--- config.mk ---
export PLATFORM = sky130hd
export DESIGN_NAME = ipsq_top
export DESIGN_NICKNAME = d
export VERILOG_FILES = /design/src/ipsq_pkg.sv /design/src/ipsq_flag_if.sv /design/src/ipsq_top.sv /design/src/ipsq_flag_filter.sv
export SDC_FILE = /design/constraint.sdc
export NUM_CORES = 1
export LEC_CHECK = 0
export BUFFER_PORTS_ARGS = -buffer_cell sky130_fd_sc_hd__buf_2
export CORE_AREA = 2 2 148 150
export CTS_BUF_LIST = sky130_fd_sc_hd__clkbuf_4 sky130_fd_sc_hd__clkbuf_8 sky130_fd_sc_hd__clkbuf_16
export CTS_CLUSTER_DIAMETER = 50
export DETAILED_ROUTE_END_ITERATION = 6
export DIE_AREA = 0 0 150 152
export PLACE_DENSITY = 0.74
export RECOVER_POWER = 100
export SKIP_LAST_GASP = 1
export SLEW_MARGIN = 25
export SYNTH_ARGS = -nofsm -noshare
export SYNTH_HDL_FRONTEND = slang
export SYNTH_SLANG_ARGS = --single-unit
--- constraint.sdc ---
create_clock -name sys_clk -period 18.4 [get_ports sys_clk]
set_input_delay 0.92 -clock sys_clk [delete_from_list [all_inputs] [get_ports sys_clk]]
set_output_delay 0.92 -clock sys_clk [all_outputs]
set_load 0.02 [all_outputs]
--- src/ipsq_pkg.sv ---
package ipsq_pkg;

  localparam int unsigned SYS_CLK_MHZ    = 200;
  localparam int unsigned NS_PER_US      = 1000;

  localparam int unsigned BURST_2W_NS    = 3300;
  localparam int unsigned BURST_2W_CYC   =
    (BURST_2W_NS * SYS_CLK_MHZ + NS_PER_US - 1) / NS_PER_US;

  localparam int unsigned PERIOD_3W_NS   = 25000;
  localparam int unsigned PERIOD_3W_CYC  = (PERIOD_3W_NS * SYS_CLK_MHZ) / NS_PER_US;

  localparam int unsigned UV_TIMEOUT_NS  = 50000;
  localparam int unsigned UV_TIMEOUT_CYC = (UV_TIMEOUT_NS * SYS_CLK_MHZ) / NS_PER_US;

  localparam int unsigned ONE_SHOT_NS    = 2000;
  localparam int unsigned ONE_SHOT_CYC   = (ONE_SHOT_NS * SYS_CLK_MHZ) / NS_PER_US;

  localparam int unsigned FILT_CYC       = 8;

  localparam int unsigned CNT_W          = 16;
  localparam int unsigned LEVEL_W        = 3;
  localparam logic [2:0]  LEVEL_MAX      = 3'h6;
  localparam logic [2:0]  LEVEL_DEFAULT  = 3'h0;
  localparam int unsigned DUTY_STEP      = 2;
  localparam int unsigned DUTY_DEN       = 15;
  localparam int unsigned NUM_FLAGS      = 8;

  typedef enum logic [4:0] {
    IPSQ_ST_PWRUP = 5'h01,
    IPSQ_ST_RUN   = 5'h02,
    IPSQ_ST_UV    = 5'h04,
    IPSQ_ST_HOT   = 5'h08,
    IPSQ_ST_IDLE  = 5'h10
  } ipsq_state_t;

endpackage

--- src/ipsq_flag_if.sv ---
`timescale 1ns/1ps
interface ipsq_flag_if;
  logic en;
  logic prim_ok;
  logic prim_upper;
  logic prim_charge;
  logic hi_ok;
  logic mid_ok;
  logic hot;
  logic cool;

  modport filt (output en, prim_ok, prim_upper, prim_charge, hi_ok, mid_ok, hot, cool);
  modport core (input  en, prim_ok, prim_upper, prim_charge, hi_ok, mid_ok, hot, cool);
endinterface

--- src/ipsq_top.sv ---
`timescale 1ns/1ps
module ipsq_top #(
  parameter logic [15:0] PERIOD_3W  = 16'(ipsq_pkg::PERIOD_3W_CYC),
  parameter logic [15:0] UV_TIMEOUT = 16'(ipsq_pkg::UV_TIMEOUT_CYC),
  parameter logic [15:0] BURST_2W   = 16'(ipsq_pkg::BURST_2W_CYC),
  parameter logic [15:0] ONE_SHOT   = 16'(ipsq_pkg::ONE_SHOT_CYC),
  parameter int unsigned FILT       = ipsq_pkg::FILT_CYC
) (
  // Clock and reset
  input  wire logic        sys_clk,
  input  wire logic        srst,
  // Enable from host
  input  wire logic        enable_in,
  // Primary rail comparators
  input  wire logic        primary_uv_ok,
  input  wire logic        primary_upper_level,
  input  wire logic        primary_charge_ok,
  // Secondary rail comparators
  input  wire logic        secondary_high_ok,
  input  wire logic        secondary_mid_ok,
  // Thermal sensor
  input  wire logic        over_temp,
  input  wire logic        temp_recovered,
  // Straps
  input  wire logic [2:0]  transfer_level_code,
  input  wire logic        one_shot_strap,
  // Outputs
  output logic             gate_drive_out,
  output logic             transfer_burst,
  output logic             gate_low_cmd,
  output logic             two_wire_mode,
  output logic [2:0]       transfer_level,
  output logic             thermal_shutdown,
  output logic             primary_uv
);

  typedef struct packed {
    ipsq_pkg::ipsq_state_t state;
    logic                  two_wire;
    logic                  one_shot;
    logic [2:0]            level;
    logic                  en_d;
    logic                  armed;
    logic                  burst;
    logic [15:0]           burst_cnt;
    logic [15:0]           period_cnt;
    logic [15:0]           uv_cnt;
    logic [15:0]           pulse_cnt;
    logic                  gate;
    logic                  low_cmd;
    logic                  hot_flag;
    logic                  uv_flag;
    logic [2:0]            code_s1;
    logic [2:0]            code_s2;
    logic                  strap_s1;
    logic                  strap_s2;
  } ipsq_core_t;

  localparam ipsq_core_t RST_VAL = '{
    state:      ipsq_pkg::IPSQ_ST_PWRUP,
    two_wire:   1'b0,
    one_shot:   1'b0,
    level:      ipsq_pkg::LEVEL_DEFAULT,
    en_d:       1'b0,
    armed:      1'b0,
    burst:      1'b0,
    burst_cnt:  16'h0000,
    period_cnt: 16'h0000,
    uv_cnt:     16'h0000,
    pulse_cnt:  16'h0000,
    gate:       1'b0,
    low_cmd:    1'b0,
    hot_flag:   1'b0,
    uv_flag:    1'b0,
    code_s1:    3'h0,
    code_s2:    3'h0,
    strap_s1:   1'b0,
    strap_s2:   1'b0
  };

  ipsq_core_t  q_ff;
  ipsq_core_t  nxt_q;
  ipsq_flag_if flags ();

  ////////////////////////////////////////////////////////////////////////////////
  // Three-wire on-time: duty of 2*(level+1)/15 of the period
  function automatic logic [15:0] on_time(input logic [2:0] lvl, input logic [15:0] per);
    logic [31:0] prod;
    prod = 32'(per) * 32'(ipsq_pkg::DUTY_STEP) * (32'(lvl) + 32'h1);
    return 16'(prod / 32'(ipsq_pkg::DUTY_DEN));
  endfunction

  ////////////////////////////////////////////////////////////////////////////////
  // Input conditioning
  ipsq_flag_filter #(
    .FILT (FILT)
  ) u_filter (
    .sys_clk (sys_clk),
    .srst    (srst),
    .raw     ({temp_recovered, over_temp, secondary_mid_ok, secondary_high_ok,
                primary_charge_ok, primary_upper_level, primary_uv_ok, enable_in}),
    .flags   (flags.filt)
  );

  ////////////////////////////////////////////////////////////////////////////////
  // Sequencer
  logic rails_ok;
  logic en_rise;
  logic xfer_ok;
  logic want;

  always_comb begin
    nxt_q         = q_ff;
    nxt_q.low_cmd = 1'b0;
    nxt_q.en_d    = flags.en;
    // Strap pins pass two flip-flops before the power-up latch reads them
    nxt_q.code_s1  = transfer_level_code;
    nxt_q.code_s2  = q_ff.code_s1;
    nxt_q.strap_s1 = one_shot_strap;
    nxt_q.strap_s2 = q_ff.strap_s1;
    rails_ok      = flags.hi_ok & flags.mid_ok;
    en_rise       = flags.en & ~q_ff.en_d;
    want          = 1'b0;

    case (q_ff.state)
      ipsq_pkg::IPSQ_ST_PWRUP: begin
        if (flags.en && !flags.prim_ok) begin
          nxt_q.two_wire = 1'b1;
        end
        if (flags.prim_ok) begin
          nxt_q.state    = ipsq_pkg::IPSQ_ST_RUN;
          nxt_q.level    = (q_ff.code_s2 > ipsq_pkg::LEVEL_MAX) ?
                           ipsq_pkg::LEVEL_DEFAULT : q_ff.code_s2;
          nxt_q.one_shot = q_ff.strap_s2 & ~(q_ff.two_wire | flags.en);
          nxt_q.armed    = ~flags.en;
        end
      end
      ipsq_pkg::IPSQ_ST_RUN: begin
        if (!flags.prim_ok) begin
          nxt_q.state   = ipsq_pkg::IPSQ_ST_UV;
          nxt_q.uv_cnt  = '0;
          nxt_q.low_cmd = flags.prim_charge;
        end else if (flags.hot) begin
          nxt_q.state   = ipsq_pkg::IPSQ_ST_HOT;
        end
      end
      ipsq_pkg::IPSQ_ST_UV: begin
        if (q_ff.uv_cnt < UV_TIMEOUT) begin
          nxt_q.uv_cnt = q_ff.uv_cnt + 16'h0001;
        end
        if (flags.prim_ok) begin
          nxt_q.state = ipsq_pkg::IPSQ_ST_RUN;
        end
      end
      ipsq_pkg::IPSQ_ST_HOT: begin
        if (!flags.prim_ok) begin
          nxt_q.state  = ipsq_pkg::IPSQ_ST_UV;
          nxt_q.uv_cnt = '0;
        end else if (flags.cool && !flags.hot) begin
          nxt_q.state  = ipsq_pkg::IPSQ_ST_RUN;
        end
      end
      default: begin
        nxt_q.state = ipsq_pkg::IPSQ_ST_PWRUP;
      end
    endcase

    // Power transfer
    xfer_ok = (q_ff.state == ipsq_pkg::IPSQ_ST_RUN) && flags.prim_ok && !flags.hot &&
              (!q_ff.two_wire || flags.en);
    if (!xfer_ok) begin
      nxt_q.burst      = 1'b0;
      nxt_q.burst_cnt  = '0;
      nxt_q.period_cnt = '0;
    end else if (q_ff.two_wire) begin
      if (q_ff.burst) begin
        nxt_q.burst_cnt = q_ff.burst_cnt + 16'h0001;
        if (q_ff.burst_cnt >= BURST_2W - 16'h0001) begin
          nxt_q.burst     = 1'b0;
          nxt_q.burst_cnt = '0;
        end
      end else if (flags.prim_upper) begin
        nxt_q.burst = 1'b1;
      end
    end else begin
      nxt_q.period_cnt = (q_ff.period_cnt >= PERIOD_3W - 16'h0001) ?
                         16'h0000 : q_ff.period_cnt + 16'h0001;
      nxt_q.burst      = (q_ff.period_cnt < on_time(q_ff.level, PERIOD_3W));
    end

    // One-shot pulse timing
    if (!flags.en) begin
      nxt_q.armed = 1'b1;
    end
    if (q_ff.pulse_cnt != 16'h0000) begin
      nxt_q.pulse_cnt = q_ff.pulse_cnt - 16'h0001;
    end
    if (q_ff.one_shot && en_rise && q_ff.armed && rails_ok &&
        q_ff.state == ipsq_pkg::IPSQ_ST_RUN) begin
      nxt_q.pulse_cnt = ONE_SHOT;
      nxt_q.armed     = 1'b0;
    end

    // Gate drive
    if (q_ff.one_shot) begin
      want = (nxt_q.pulse_cnt != 16'h0000);
    end else begin
      want = flags.en;
    end
    case (q_ff.state)
      ipsq_pkg::IPSQ_ST_RUN: begin
        if (!flags.prim_ok) begin
          // Without charge the low command cannot be sent: hold until timeout
          nxt_q.gate = q_ff.gate & rails_ok & ~flags.prim_charge;
        end else begin
          nxt_q.gate = want & rails_ok & ~flags.hot;
        end
      end
      ipsq_pkg::IPSQ_ST_UV: begin
        if (flags.prim_charge || q_ff.uv_cnt >= UV_TIMEOUT) begin
          nxt_q.gate = 1'b0;
        end else begin
          nxt_q.gate = q_ff.gate & rails_ok;
        end
      end
      default: begin
        nxt_q.gate = 1'b0;
      end
    endcase

    nxt_q.hot_flag = (nxt_q.state == ipsq_pkg::IPSQ_ST_HOT);
    nxt_q.uv_flag  = (nxt_q.state == ipsq_pkg::IPSQ_ST_UV);
  end

  always_ff @(posedge sys_clk) begin
    if (srst) begin
      q_ff <= RST_VAL;
    end else begin
      q_ff <= nxt_q;
    end
  end

  ////////////////////////////////////////////////////////////////////////////////
  // Outputs
  assign gate_drive_out   = q_ff.gate;
  assign transfer_burst   = q_ff.burst;
  assign gate_low_cmd     = q_ff.low_cmd;
  assign two_wire_mode    = q_ff.two_wire;
  assign transfer_level   = q_ff.level;
  assign thermal_shutdown = q_ff.hot_flag;
  assign primary_uv       = q_ff.uv_flag;

endmodule

--- src/ipsq_flag_filter.sv ---
`timescale 1ns/1ps
module ipsq_flag_filter #(
  parameter int unsigned FILT = ipsq_pkg::FILT_CYC
) (
  // Clock and reset
  input  wire logic                          sys_clk,
  input  wire logic                          srst,
  // Raw flags
  input  wire logic [ipsq_pkg::NUM_FLAGS-1:0] raw,
  // Conditioned flags
  ipsq_flag_if.filt                          flags
);

  typedef struct packed {
    logic [ipsq_pkg::NUM_FLAGS-1:0] s1;
    logic [ipsq_pkg::NUM_FLAGS-1:0] s2;
    logic [ipsq_pkg::CNT_W-1:0]     hi_cnt;
    logic [ipsq_pkg::CNT_W-1:0]     mid_cnt;
    logic                           hi_ok;
    logic                           mid_ok;
  } ipsq_filt_t;

  ipsq_filt_t q_ff;
  ipsq_filt_t nxt_q;

  localparam logic [ipsq_pkg::CNT_W-1:0] FILT_MAX = ipsq_pkg::CNT_W'(FILT);

  ////////////////////////////////////////////////////////////////////////////////
  // Dip filter: low must persist more than FILT cycles, recovery is immediate
  always_comb begin
    nxt_q    = q_ff;
    nxt_q.s1 = raw;
    nxt_q.s2 = q_ff.s1;
    if (q_ff.s2[4]) begin
      nxt_q.hi_cnt = '0;
      nxt_q.hi_ok  = 1'b1;
    end else if (q_ff.hi_cnt >= FILT_MAX) begin
      nxt_q.hi_ok = 1'b0;
    end else begin
      nxt_q.hi_cnt = q_ff.hi_cnt + 1'b1;
    end
    if (q_ff.s2[5]) begin
      nxt_q.mid_cnt = '0;
      nxt_q.mid_ok  = 1'b1;
    end else if (q_ff.mid_cnt >= FILT_MAX) begin
      nxt_q.mid_ok = 1'b0;
    end else begin
      nxt_q.mid_cnt = q_ff.mid_cnt + 1'b1;
    end
  end

  always_ff @(posedge sys_clk) begin
    if (srst) begin
      q_ff <= '0;
    end else begin
      q_ff <= nxt_q;
    end
  end

  ////////////////////////////////////////////////////////////////////////////////
  // Outputs
  assign flags.en          = q_ff.s2[0];
  assign flags.prim_ok     = q_ff.s2[1];
  assign flags.prim_upper  = q_ff.s2[2];
  assign flags.prim_charge = q_ff.s2[3];
  assign flags.hi_ok       = q_ff.hi_ok;
  assign flags.mid_ok      = q_ff.mid_ok;
  assign flags.hot         = q_ff.s2[6];
  assign flags.cool        = q_ff.s2[7];

endmodule

==> results of run 1 <==
-- state kept, by name, summed over array words and instances, names as in the netlist, 3 cells and up --
register,cells
u_filter.nxt_q,8
u_filter.q_ff,34
transfer_level,3
q_ff,76
nxt_q,4
-- timing repair --
item | CTS | global route
endpoints found under the setup margin | 1 | 1
pin swaps | 0 | 9
gates resized for setup | 5 | 45
buffers inserted | 1 | 20
-- final timing paths --
check | startpoint | endpoint | slack [ps] | depth (start not counted)
setup / recovery | transfer_level[0] | transfer_burst | 960 | 77
hold / removal | u_filter.nxt_q[40] | u_filter.flags.hot | 430 | 1
setup reg to reg | transfer_level[0] | transfer_burst | 960 | 77
hold reg to reg | u_filter.nxt_q[40] | u_filter.flags.hot | 430 | 1
-- layer usage --
layer | vias to the layer above | wire (µm) | global-route usage (%)
met2 | 481 | 14730 | 42.92
met4 | 0 | 685 | 8.985
met1 | 5366 | 14190 | 37.26
met3 | 71 | 2169 | 3.153
li1 | 5609 | - | -
met5 | - | 0 | 0
-- final cells by class --
cell class / instances / area share [%]
multi-input combinational: 1258 / 66.49
sequential: 139 / 21.29
clock buffer: 17 / 3.253
inverter: 42 / 1.301
timing repair buffer: 69 / 3.530
tap: 280 / 2.679
clock inverter: 15 / 1.464
-- worst reg2reg max path: cells and delay by family (launching register included) --
| kind | cells | cell delay [ps] |
|---|---|---|
| compound gates | 27 | 6320 |
| xor+xnor | 7 | 1630 |
| fa+ha+maj | 10 | 2650 |
| buf+inv | 9 | 1050 |
| flops | 1 | 430 |
| simple gates | 24 | 5250 |
-- cells in the mapped netlist (6+ instances only) --
cell type / instances / area share, %
a211oi_1: 19 / 1.2
nand3_1: 59 / 2.5
o22ai_1: 6 / 0.32
o21ai_1: 15 / 0.64
clkbuf_1: 33 / 1.1
or3_1: 18 / 0.96
o21ai_0: 44 / 1.9
nor4_1: 30 / 1.6
buf_6: 6 / 0.58
a311oi_1: 6 / 0.45
and2_1: 41 / 2.2
nand3b_1: 6 / 0.38
xnor2_1: 62 / 4.6
a21o_1: 18 / 1.2
and3_1: 30 / 1.6
xor2_1: 35 / 2.6
or2_2: 6 / 0.32
o31ai_1: 10 / 0.64
or4_1: 6 / 0.38
o2111ai_1: 10 / 0.75
nand2_1: 115 / 3.7
a21oi_1: 76 / 3.2
nor2_1: 184 / 5.9
o31a_1: 11 / 0.82
nand2b_1: 11 / 0.59
o21a_1: 13 / 0.83
o211ai_1: 10 / 0.64
nand4_1: 21 / 1.1
o32ai_1: 7 / 0.52
a211o_1: 11 / 0.82
ha_1: 53 / 5.7
mux2i_1: 16 / 1.4
buf_4: 10 / 0.64
nor3_1: 64 / 2.7
dfxtp_1: 139 / 24
inv_1: 33 / 1.1
nor2b_1: 37 / 2.0
a31oi_1: 30 / 1.6
buf_2: 9 / 0.38
-- per-stage QoR --
stage               std cells  power [mW]  hold WS (ps)
floorplan                1501      0.7130         413.8
global placement         1767      0.7934         414.8
detailed placement       1767      0.7960         423.1
CTS                      1800       1.144         432.9
global route             1820       1.226         438.1
finish                   1820       1.157         431.9
-- where the power goes --
group / leakage, nW / switching (mW) / internal [mW]
combinational: 3.53 / 0.278 / 0.193
clock: 0.300 / 0.158 / 0.186
sequential: 1.13 / 0.0209 / 0.321
-- cell families (layout without fill, tap and decap cells) --
group / Yosys count / count (layout) / synth area share, %
and+or+nand+nor: 684 / 684 / 30.42
xor gates and xnor gates: 101 / 101 / 8.026
buffers and inverters: 104 / 143 / 4.226
DFF: 139 / 139 / 23.74
AOI/OAI and AO/OA: 393 / 393 / 25.25
adders and majority gates: 56 / 56 / 6.169
muxes: 23 / 23 / 2.145
other: 1 / 1 / 0.03199
==> impl_metrics.csv, run 1 <==
group,metric,value,unit
status,outcome,"finished with violations",
status,violations,"capacitance limit, slew limit",
pwr,irDropWorstVdd,0.0001081,V
worst_setup_path,crit_slowest_cell,"or4_1",
timing,drv_slew,87,
clocking,clk_latency,430,ps
pwr,p_leak,4.962,nW
floorplanning,initial_core_util,54.91,%
detailed_routing,vias,11530,
floorplanning,die_h,152,µm
detailed_routing,viasPerCell,6.334,
worst_setup_path,cp_top_family,"compound AO/OA/AOI/OAI gates",
synth,synthFlopType,"dfxtp_1",
placed_design,dp_worst_setup_slack,-152.4,ps
finish,num-fill-cells,1907,
finish,regArea,2784,µm²
timing,setup_tns,0,ps
synth,syn_nets,1571,
worst_setup_path,cpMostUsedCell,"ha_1",
finish,area_delta_synth_final,11.55,%
worst_setup_path,critical_path_arrival,17740,ps
floorplanning,pin_count,23,
worst_hold_path,hp-class,"flip-flop to flip-flop",
worst_setup_path,end_kind,"flip-flop",
placed_design,dp_hpwl,23470,µm
clocking,path_clk_slew,70,ps
floorplanning,core.rowCount,54,
placed_design,port_buffers,22,
timing,finalClockSkew,5.690,ps
clocking,cts_buffer_depth,2,
timing,fin_ws,956.2,ps
finish,antennaDiodeCount,0,
timing,setup_viol,0,
worst_setup_path,worstSetupPathType,"flip-flop to flip-flop",
global_routing,grt_max_degree,53,
finish,multi_input_area,8695,µm²
timing,finalCritPeriodShare,94.80,%
clocking,cts_htree_levels,4,
finish,post-route-util,61.25,%
detailed_routing,drcViolationCount,0,
detailed_routing,postRouteWirelength,31780,µm
synth,ys_ff_latch,139,
floorplanning,core_area,21350,µm²
global_routing,antenna_found_initial,0,
synth,synth_edf_count,0,
worst_setup_path,cp.buffers_inverters,9,
pwr,power_density,88.46,nW/µm²
placed_design,place_congestion,0.9756,
detailed_routing,first_pass_iters,6,
timing,relSlewSlack,-43.54,%
timing,worst_pin_slew,2153,ps
placed_design,placedInstanceArea,12050,µm²
finish,nets,1597,
worst_setup_path,startpoint_type,"flip-flop",
synth,synth_async_sr_flop_share,0,%
worst_setup_path,crit_fanout,22,
global_routing,grt_pass1_vias,10470,
finish,final_common_cell,"nor2_1",
worst_setup_path,slowest_delay,560,ps
job,cap_violations,3,
clocking,cts_buffers,17,
synth,syn_avg_cell_area,7.811,µm²
floorplanning,design.die.area,22800,µm²
finish,layout-drive-gt1-share,14.16,%
clocking,cts-hold-fix-buffers,0,
synth,yosysUniqueCellTypes,132,
detailed_routing,wire_per_inst,17.46,µm
timing,finalHoldViolCount,0,
floorplanning,dieWidth,150,µm
finish,design_area,13080,µm²
synth,syn_area,11720,µm²
clocking,cts_sinks,139,
worst_setup_path,cp_data_required_time,18700,ps
global_routing,grt-ovfl-total,0,
timing,fin_crit,17440,ps
clocking,cts_tree,"yes",
detailed_routing,drt-initial-drc-count,1068,
timing,fmaxAchievable,57.33,MHz
synth,yosys_warnings,0,
detailed_routing,ant_nets,0,
finish,layout_common_cells,"183 x nor2_1, 138 x dfxtp_1, 113 x nand2_1",
global_routing,grt_usage,26.77,%
synth,post_synth_inst_count,1501,
clocking,cts_root_buf,"clkbuf_16",
synth,ys_seq_area_share,23.74,%
global_routing,grt_pass1_wl,50720,µm
(Power assumes the default switching activity.)
==> inputs of run 2 (changes only) <==
--- a/config.mk
+++ b/config.mk
@@ -6,12 +6,14 @@
 export NUM_CORES = 1
 export LEC_CHECK = 0
 export BUFFER_PORTS_ARGS = -buffer_cell sky130_fd_sc_hd__buf_2
-export CORE_AREA = 2 2 148 150
+export CELL_PAD_IN_SITES_DETAIL_PLACEMENT = 1
+export CELL_PAD_IN_SITES_GLOBAL_PLACEMENT = 2
+export CORE_AREA = 2 2 187 189
 export CTS_BUF_LIST = sky130_fd_sc_hd__clkbuf_4 sky130_fd_sc_hd__clkbuf_8 sky130_fd_sc_hd__clkbuf_16
 export CTS_CLUSTER_DIAMETER = 50
 export DETAILED_ROUTE_END_ITERATION = 6
-export DIE_AREA = 0 0 150 152
-export PLACE_DENSITY = 0.74
+export DIE_AREA = 0 0 189 191
+export PLACE_DENSITY = 0.76
 export RECOVER_POWER = 100
 export SKIP_LAST_GASP = 1
 export SLEW_MARGIN = 25
==> constraint.sdc (replaced) <==
create_clock -name sys_clk -period 18.4 [get_ports sys_clk]
set_input_delay 3.68 -clock sys_clk [delete_from_list [all_inputs] [get_ports sys_clk]]
set_output_delay 3.68 -clock sys_clk [all_outputs]
set_load 0.02 [all_outputs]
==> run 2 against run 1 <==
Effect of this change:
- the run still ends with capacitance limit, slew limit left
- worst setup slack better by 170 ps
- die area grew 58%
- first-iteration DRC count decreased by 45%
- critical path depth rose by 3
- via count decreased by 0.54%
- combinational power is 4% higher
- worst hold slack improved by 2.3 ps
- total power grew 2.4%
- sequential cell count did not move
- clock power grew 3%
- core utilization fell by 22 points
==> impl_metrics.csv, run 2 (synthesis gave the netlist of run 1 again) <==
group,metric,value,unit
pwr,p_switching,0.4695,mW
placed_design,dp_worst_setup_slack,-60.36,ps
clocking,cts_tree,"yes",
detailed_routing,ant_nets,0,
pwr,power_frac_seq,28.9,%
finish,layout_common_cells,"182 x nor2_1, 138 x dfxtp_1, 114 x nand2_1",
timing,fin_crit,17280,ps
worst_setup_path,crit_fanout,21,
status,violations,"capacitance limit, slew limit",
pwr,irDropWorstVdd,0.00006479,V
floorplanning,pin_count,23,
global_routing,grt_pass1_wl,61030,µm
floorplanning,dieWidth,189,µm
clocking,cts_buffers,17,
global_routing,grt_max_degree,54,
worst_setup_path,cp.depth,80,
clocking,path_clk_slew,70,ps
detailed_routing,drt-initial-drc-count,590,
floorplanning,die_h,191,µm
job,cap_violations,3,
timing,finalCritPeriodShare,93.89,%
worst_hold_path,hp-class,"flip-flop to flip-flop",
worst_setup_path,r2r-start,"transfer_level[1]",
detailed_routing,drcViolationCount,0,
pwr,intPower,0.7156,mW
finish,layout-drive-gt1-share,15.04,%
pwr,total_power,1.185,mW
pwr,clkPwrFrac,29.7,%
clocking,clk_latency,420,ps
worst_setup_path,cp.buffers_inverters,10,
detailed_routing,first_pass_iters,5,
worst_setup_path,cpMostUsedCell,"ha_1",
finish,largest_reg_flops,76,
timing,worst_pin_slew,2174,ps
finish,area_delta_synth_final,13.85,%
timing,fin_ws,1124,ps
finish,antennaDiodeCount,0,
worst_setup_path,critical_path_arrival,17560,ps
pwr,combinationalPowerShare,41.4,%
status,outcome,"finished with violations",
global_routing,grt-ovfl-total,0,
worst_setup_path,startpoint_type,"flip-flop",
floorplanning,design.die.area,36100,µm²
global_routing,grt_pass1_vias,11430,
timing,drv_slew,88,
finish,regMostFlops,"q_ff",
timing,fmaxAchievable,57.88,MHz
floorplanning,core_area,34120,µm²
timing,finalHoldViolCount,0,
pwr,power_density,88.79,nW/µm²
placed_design,port_buffers,22,
clocking,cts_root_buf,"clkbuf_16",
clocking,cts_buffer_depth,2,
worst_setup_path,worstSetupPathType,"flip-flop to flip-flop",
worst_setup_path,cp_top_family,"compound AO/OA/AOI/OAI gates",
clocking,cts_sinks,139,
detailed_routing,vias,11470,
worst_setup_path,cp_data_required_time,18690,ps
detailed_routing,wire_per_inst,18.68,µm
placed_design,placedInstanceArea,12380,µm²
clocking,cts_htree_levels,4,
worst_hold_path,worstHoldStart,"u_filter.nxt_q[38]",
finish,post-route-util,39.12,%
global_routing,grt_usage,20.65,%
worst_setup_path,reg2reg_depth,80,
global_routing,antenna_found_initial,0,
pwr,p_leak,5.008,nW
worst_setup_path,critPathLaunch,"transfer_level[1]",
timing,finalClockSkew,8.448,ps
finish,num-fill-cells,4116,
floorplanning,initial_core_util,34.36,%
placed_design,dp_hpwl,28940,µm
finish,final_common_cell,"nor2_1",
worst_setup_path,slowest_delay,570,ps
placed_design,place_congestion,0.8780,
worst_hold_path,min_path_cells,1,
worst_setup_path,end_kind,"flip-flop",
timing,setup_tns,0,ps
timing,setup_viol,0,
finish,nets,1606,
floorplanning,core.rowCount,68,
worst_setup_path,crit_slowest_cell,"or4_4",
finish,design_area,13350,µm²
timing,relSlewSlack,-44.90,%
detailed_routing,postRouteWirelength,37440,µm
detailed_routing,viasPerCell,5.721,
pwr,p_sw_share,39.62,%
run 2: changes by cell type in the layout (fill, tap and decap cells not counted), moves of 3 or more:
cell      previous run  this run
and2_0              15        19
inv_6                2         5
clkbuf_1             7        10
buf_4               44        51
and2_1              25        21
run 2: what timing repair did:
item                       4_1_cts  5_1_grt
pin swaps                        0       11
setup buffers                    0       17
hold buffers                     0        0
setup endpoints to repair        1        1
resized for setup                2       43
gates cloned                     0        0
run 2: worst paths after layout:
path | slack [ps] | to
hold reg to reg | 430 | u_filter.q_ff[38]
hold / removal | 430 | u_filter.q_ff[38]
setup reg to reg | 1120 | transfer_burst
setup / recovery | 1120 | transfer_burst
run 2: cell type report:
cell class / instances / area, µm² / area share (%)
well taps: 455 / 569.3 / 4.265
clock inverters: 15 / 198.9 / 1.490
clock buffers: 17 / 425.4 / 3.187
inverters: 42 / 168.9 / 1.265
multi-input cells: 1258 / 8690 / 65.10
repair buffers: 78 / 511.7 / 3.834
flip-flops and latches: 139 / 2784 / 20.86
run 2: metrics by stage:
step,instances,hold slack [ps]
detailed placement,1955,426.6
global placement,1955,417.5
global route,2004,457.3
CTS,1987,442.4
floorplan,1501,413.8
finish,2004,434.2
run 2: power groups by stage:
| stage | logic, mW | registers (mW) | clock network [mW] |
|---|---|---|---|
| 2_1_floorplan | 0.371 | 0.343 | 0 |
| 3_3_place_gp | 0.467 | 0.349 | 0 |
| 3_5_place_dp | 0.467 | 0.350 | 0 |
| 4_1_cts | 0.470 | 0.343 | 0.362 |
| 5_1_grt | 0.547 | 0.347 | 0.375 |
| 6_report | 0.490 | 0.343 | 0.352 |
run 2: layer usage:
| layer | part of all wire [%] | up-vias | GRT usage, % | wire [µm] |
|---|---|---|---|---|
| li1 | - | 5606 | - | - |
| met1 | 47 | 5606 | 27.23 | 17760 |
| met2 | 48 | 209 | 35.46 | 17840 |
| met3 | 3.1 | 44 | 2.295 | 1162 |
| met4 | 1.8 | 0 | 6.010 | 688 |
| met5 | 0 | - | 0 | 0 |
==> inputs of run 3 (changes only) <==
--- a/config.mk
+++ b/config.mk
@@ -8,12 +8,12 @@
 export BUFFER_PORTS_ARGS = -buffer_cell sky130_fd_sc_hd__buf_2
 export CELL_PAD_IN_SITES_DETAIL_PLACEMENT = 1
 export CELL_PAD_IN_SITES_GLOBAL_PLACEMENT = 2
-export CORE_AREA = 2 2 187 189
+export CORE_AREA = 2 2 208 169
 export CTS_BUF_LIST = sky130_fd_sc_hd__clkbuf_4 sky130_fd_sc_hd__clkbuf_8 sky130_fd_sc_hd__clkbuf_16
 export CTS_CLUSTER_DIAMETER = 50
 export DETAILED_ROUTE_END_ITERATION = 6
-export DIE_AREA = 0 0 189 191
-export PLACE_DENSITY = 0.76
+export DIE_AREA = 0 0 210 171
+export PLACE_DENSITY = 0.77
 export RECOVER_POWER = 100
 export SKIP_LAST_GASP = 1
 export SLEW_MARGIN = 25
==> run 3 against run 2 <==
Effect of this change:
- the run still ends with capacitance limit, slew limit left
- worst hold slack better by 7.4 ps
- first-iteration DRC count is 31% higher
- sequential power hardly changed
- sequential cell count stayed put
- global-route usage is 0.57 points higher
- largest power group unchanged
- via count is 0.78% higher
- fmax is 0.33% lower
- clock-buffer cell count stayed put
- clock skew is 4.8 ps higher
- sequential share of layout area is 0.25 points lower
==> impl_metrics.csv, run 3 (synthesis gave the netlist of run 1 again) <==
group,metric,value,unit
finish,antennaDiodeCount,0,
finish,regArea,2783,µm²
worst_setup_path,critical_path_arrival,17610,ps
clocking,path_clk_slew,60,ps
finish,nets,1615,
detailed_routing,wire_per_inst,19.26,µm
worst_hold_path,hp-class,"flip-flop to flip-flop",
floorplanning,die_h,171,µm
timing,worst_pin_slew,2327,ps
detailed_routing,vias,11550,
timing,fin_crit,17330,ps
finish,layout-drive-gt1-share,15.35,%
worst_setup_path,cp.depth,80,
worst_setup_path,cp_data_required_time,18680,ps
clocking,cts_root_buf,"clkbuf_16",
global_routing,grt-ovfl-total,0,
worst_setup_path,crit_slowest_cell,"or4_4",
floorplanning,design.die.area,35910,µm²
detailed_routing,ant_nets,0,
worst_setup_path,startpoint_type,"flip-flop",
worst_setup_path,reg2reg_depth,80,
worst_hold_path,min_path_cells,1,
finish,num-fill-cells,4078,
timing,finalHoldViolCount,0,
job,cap_violations,3,
pwr,power_density,89.21,nW/µm²
placed_design,place_congestion,0.9003,
clocking,cts_tree,"yes",
pwr,p_leak,5.047,nW
worst_setup_path,crit_fanout,13,
clocking,clk_latency,420,ps
finish,final_common_cell,"nor2_1",
clocking,cts_buffer_depth,2,
finish,post-route-util,39.59,%
timing,setup_tns,0,ps
placed_design,port_buffers,22,
timing,fmaxAchievable,57.69,MHz
timing,finalCritPeriodShare,94.21,%
detailed_routing,viasPerCell,5.783,
global_routing,antenna_found_initial,1,
pwr,irDropWorstVdd,0.00006885,V
floorplanning,pin_count,23,
timing,setup_viol,0,
worst_setup_path,end_kind,"flip-flop",
floorplanning,core.rowCount,61,
floorplanning,core_area,34120,µm²
timing,relSlewSlack,-55.11,%
worst_setup_path,cp_top_family,"compound AO/OA/AOI/OAI gates",
floorplanning,initial_core_util,34.36,%
finish,multi_input_area,8816,µm²
finish,regMostFlops,"q_ff",
finish,largest_reg_flops,76,
clocking,cts_htree_levels,4,
clocking,cts_sinks,139,
worst_setup_path,slowest_delay,580,ps
worst_setup_path,cp.buffers_inverters,12,
worst_setup_path,worstSetupPathType,"flip-flop to flip-flop",
global_routing,grt_max_degree,54,
global_routing,grt_usage,21.22,%
placed_design,dp_hpwl,29250,µm
status,violations,"capacitance limit, slew limit",
global_routing,grt_pass1_vias,11330,
clocking,cts_buffers,17,
finish,layout_common_cells,"183 x nor2_1, 139 x dfxtp_1, 115 x nand2_1",
timing,finalClockSkew,13.24,ps
timing,fin_hold_ws,441.6,ps
detailed_routing,drt-initial-drc-count,772,
finish,area_delta_synth_final,15.20,%
detailed_routing,first_pass_iters,5,
detailed_routing,drcViolationCount,0,
floorplanning,dieWidth,210,µm
status,outcome,"finished with violations",
timing,drv_slew,88,
global_routing,grt_pass1_wl,62060,µm
detailed_routing,postRouteWirelength,38470,µm
worst_setup_path,cpMostUsedCell,"ha_1",
-- run 3: final timing paths --
path | start | endpoint | slack (ps)
min reg2reg | nxt_q[3] | q_ff[3] | 440
max reg2reg | transfer_level[1] | transfer_burst | 1070
max | transfer_level[1] | transfer_burst | 1070
min | nxt_q[3] | q_ff[3] | 440
-- run 3: layer usage --
metal	part of all wire [%]	track usage, %	vias to the layer above
met4	0.91	3.669	0
li1	-	-	5619
met2	43	31.68	242
met5	0	0	-
met1	52	32.38	5658
met3	3.9	2.919	35
-- run 3: where the power goes --
| part | internal [mW] | switching (mW) | total [mW] |
|---|---|---|---|
| Combinational | 0.206 | 0.302 | 0.507 |
| Sequential | 0.322 | 0.0224 | 0.344 |
| Clock | 0.206 | 0.148 | 0.353 |
| Total | 0.733 | 0.472 | 1.20 |
-- run 3: metrics by stage --
step           area (µm²)  power, mW  worst slack [ps]  instances
2_1_floorplan       11720     0.7130              1116       1501
3_3_place_gp        12400     0.8130             540.8       1947
3_5_place_dp        12410     0.8164            -173.9       1947
4_1_cts             13040      1.179             44.25       1980
5_1_grt             13510      1.287            -52.67       1998
6_report            13510      1.205              1066       1998
-- run 3: timing repair --
item / in CTS / in global routing
gates resized for setup: 4 / 59
endpoints found under the setup margin: 1 / 1
pin swaps: 0 / 14
hold buffers: 0 / 0
gates cloned: 0 / 1
hold endpoints to repair: 0 / 0
buffers inserted: 2 / 17
-- run 3: cell type report --
| class | count | area share [%] |
|---|---|---|
| Multi-Input combinational cell | 1258 | 65.28 |
| Clock buffer | 17 | 3.150 |
| Tap cell | 441 | 4.086 |
| Clock inverter | 14 | 1.316 |
| Timing Repair Buffer | 87 | 4.299 |
| Inverter | 42 | 1.269 |
| Sequential cell | 139 | 20.60 |
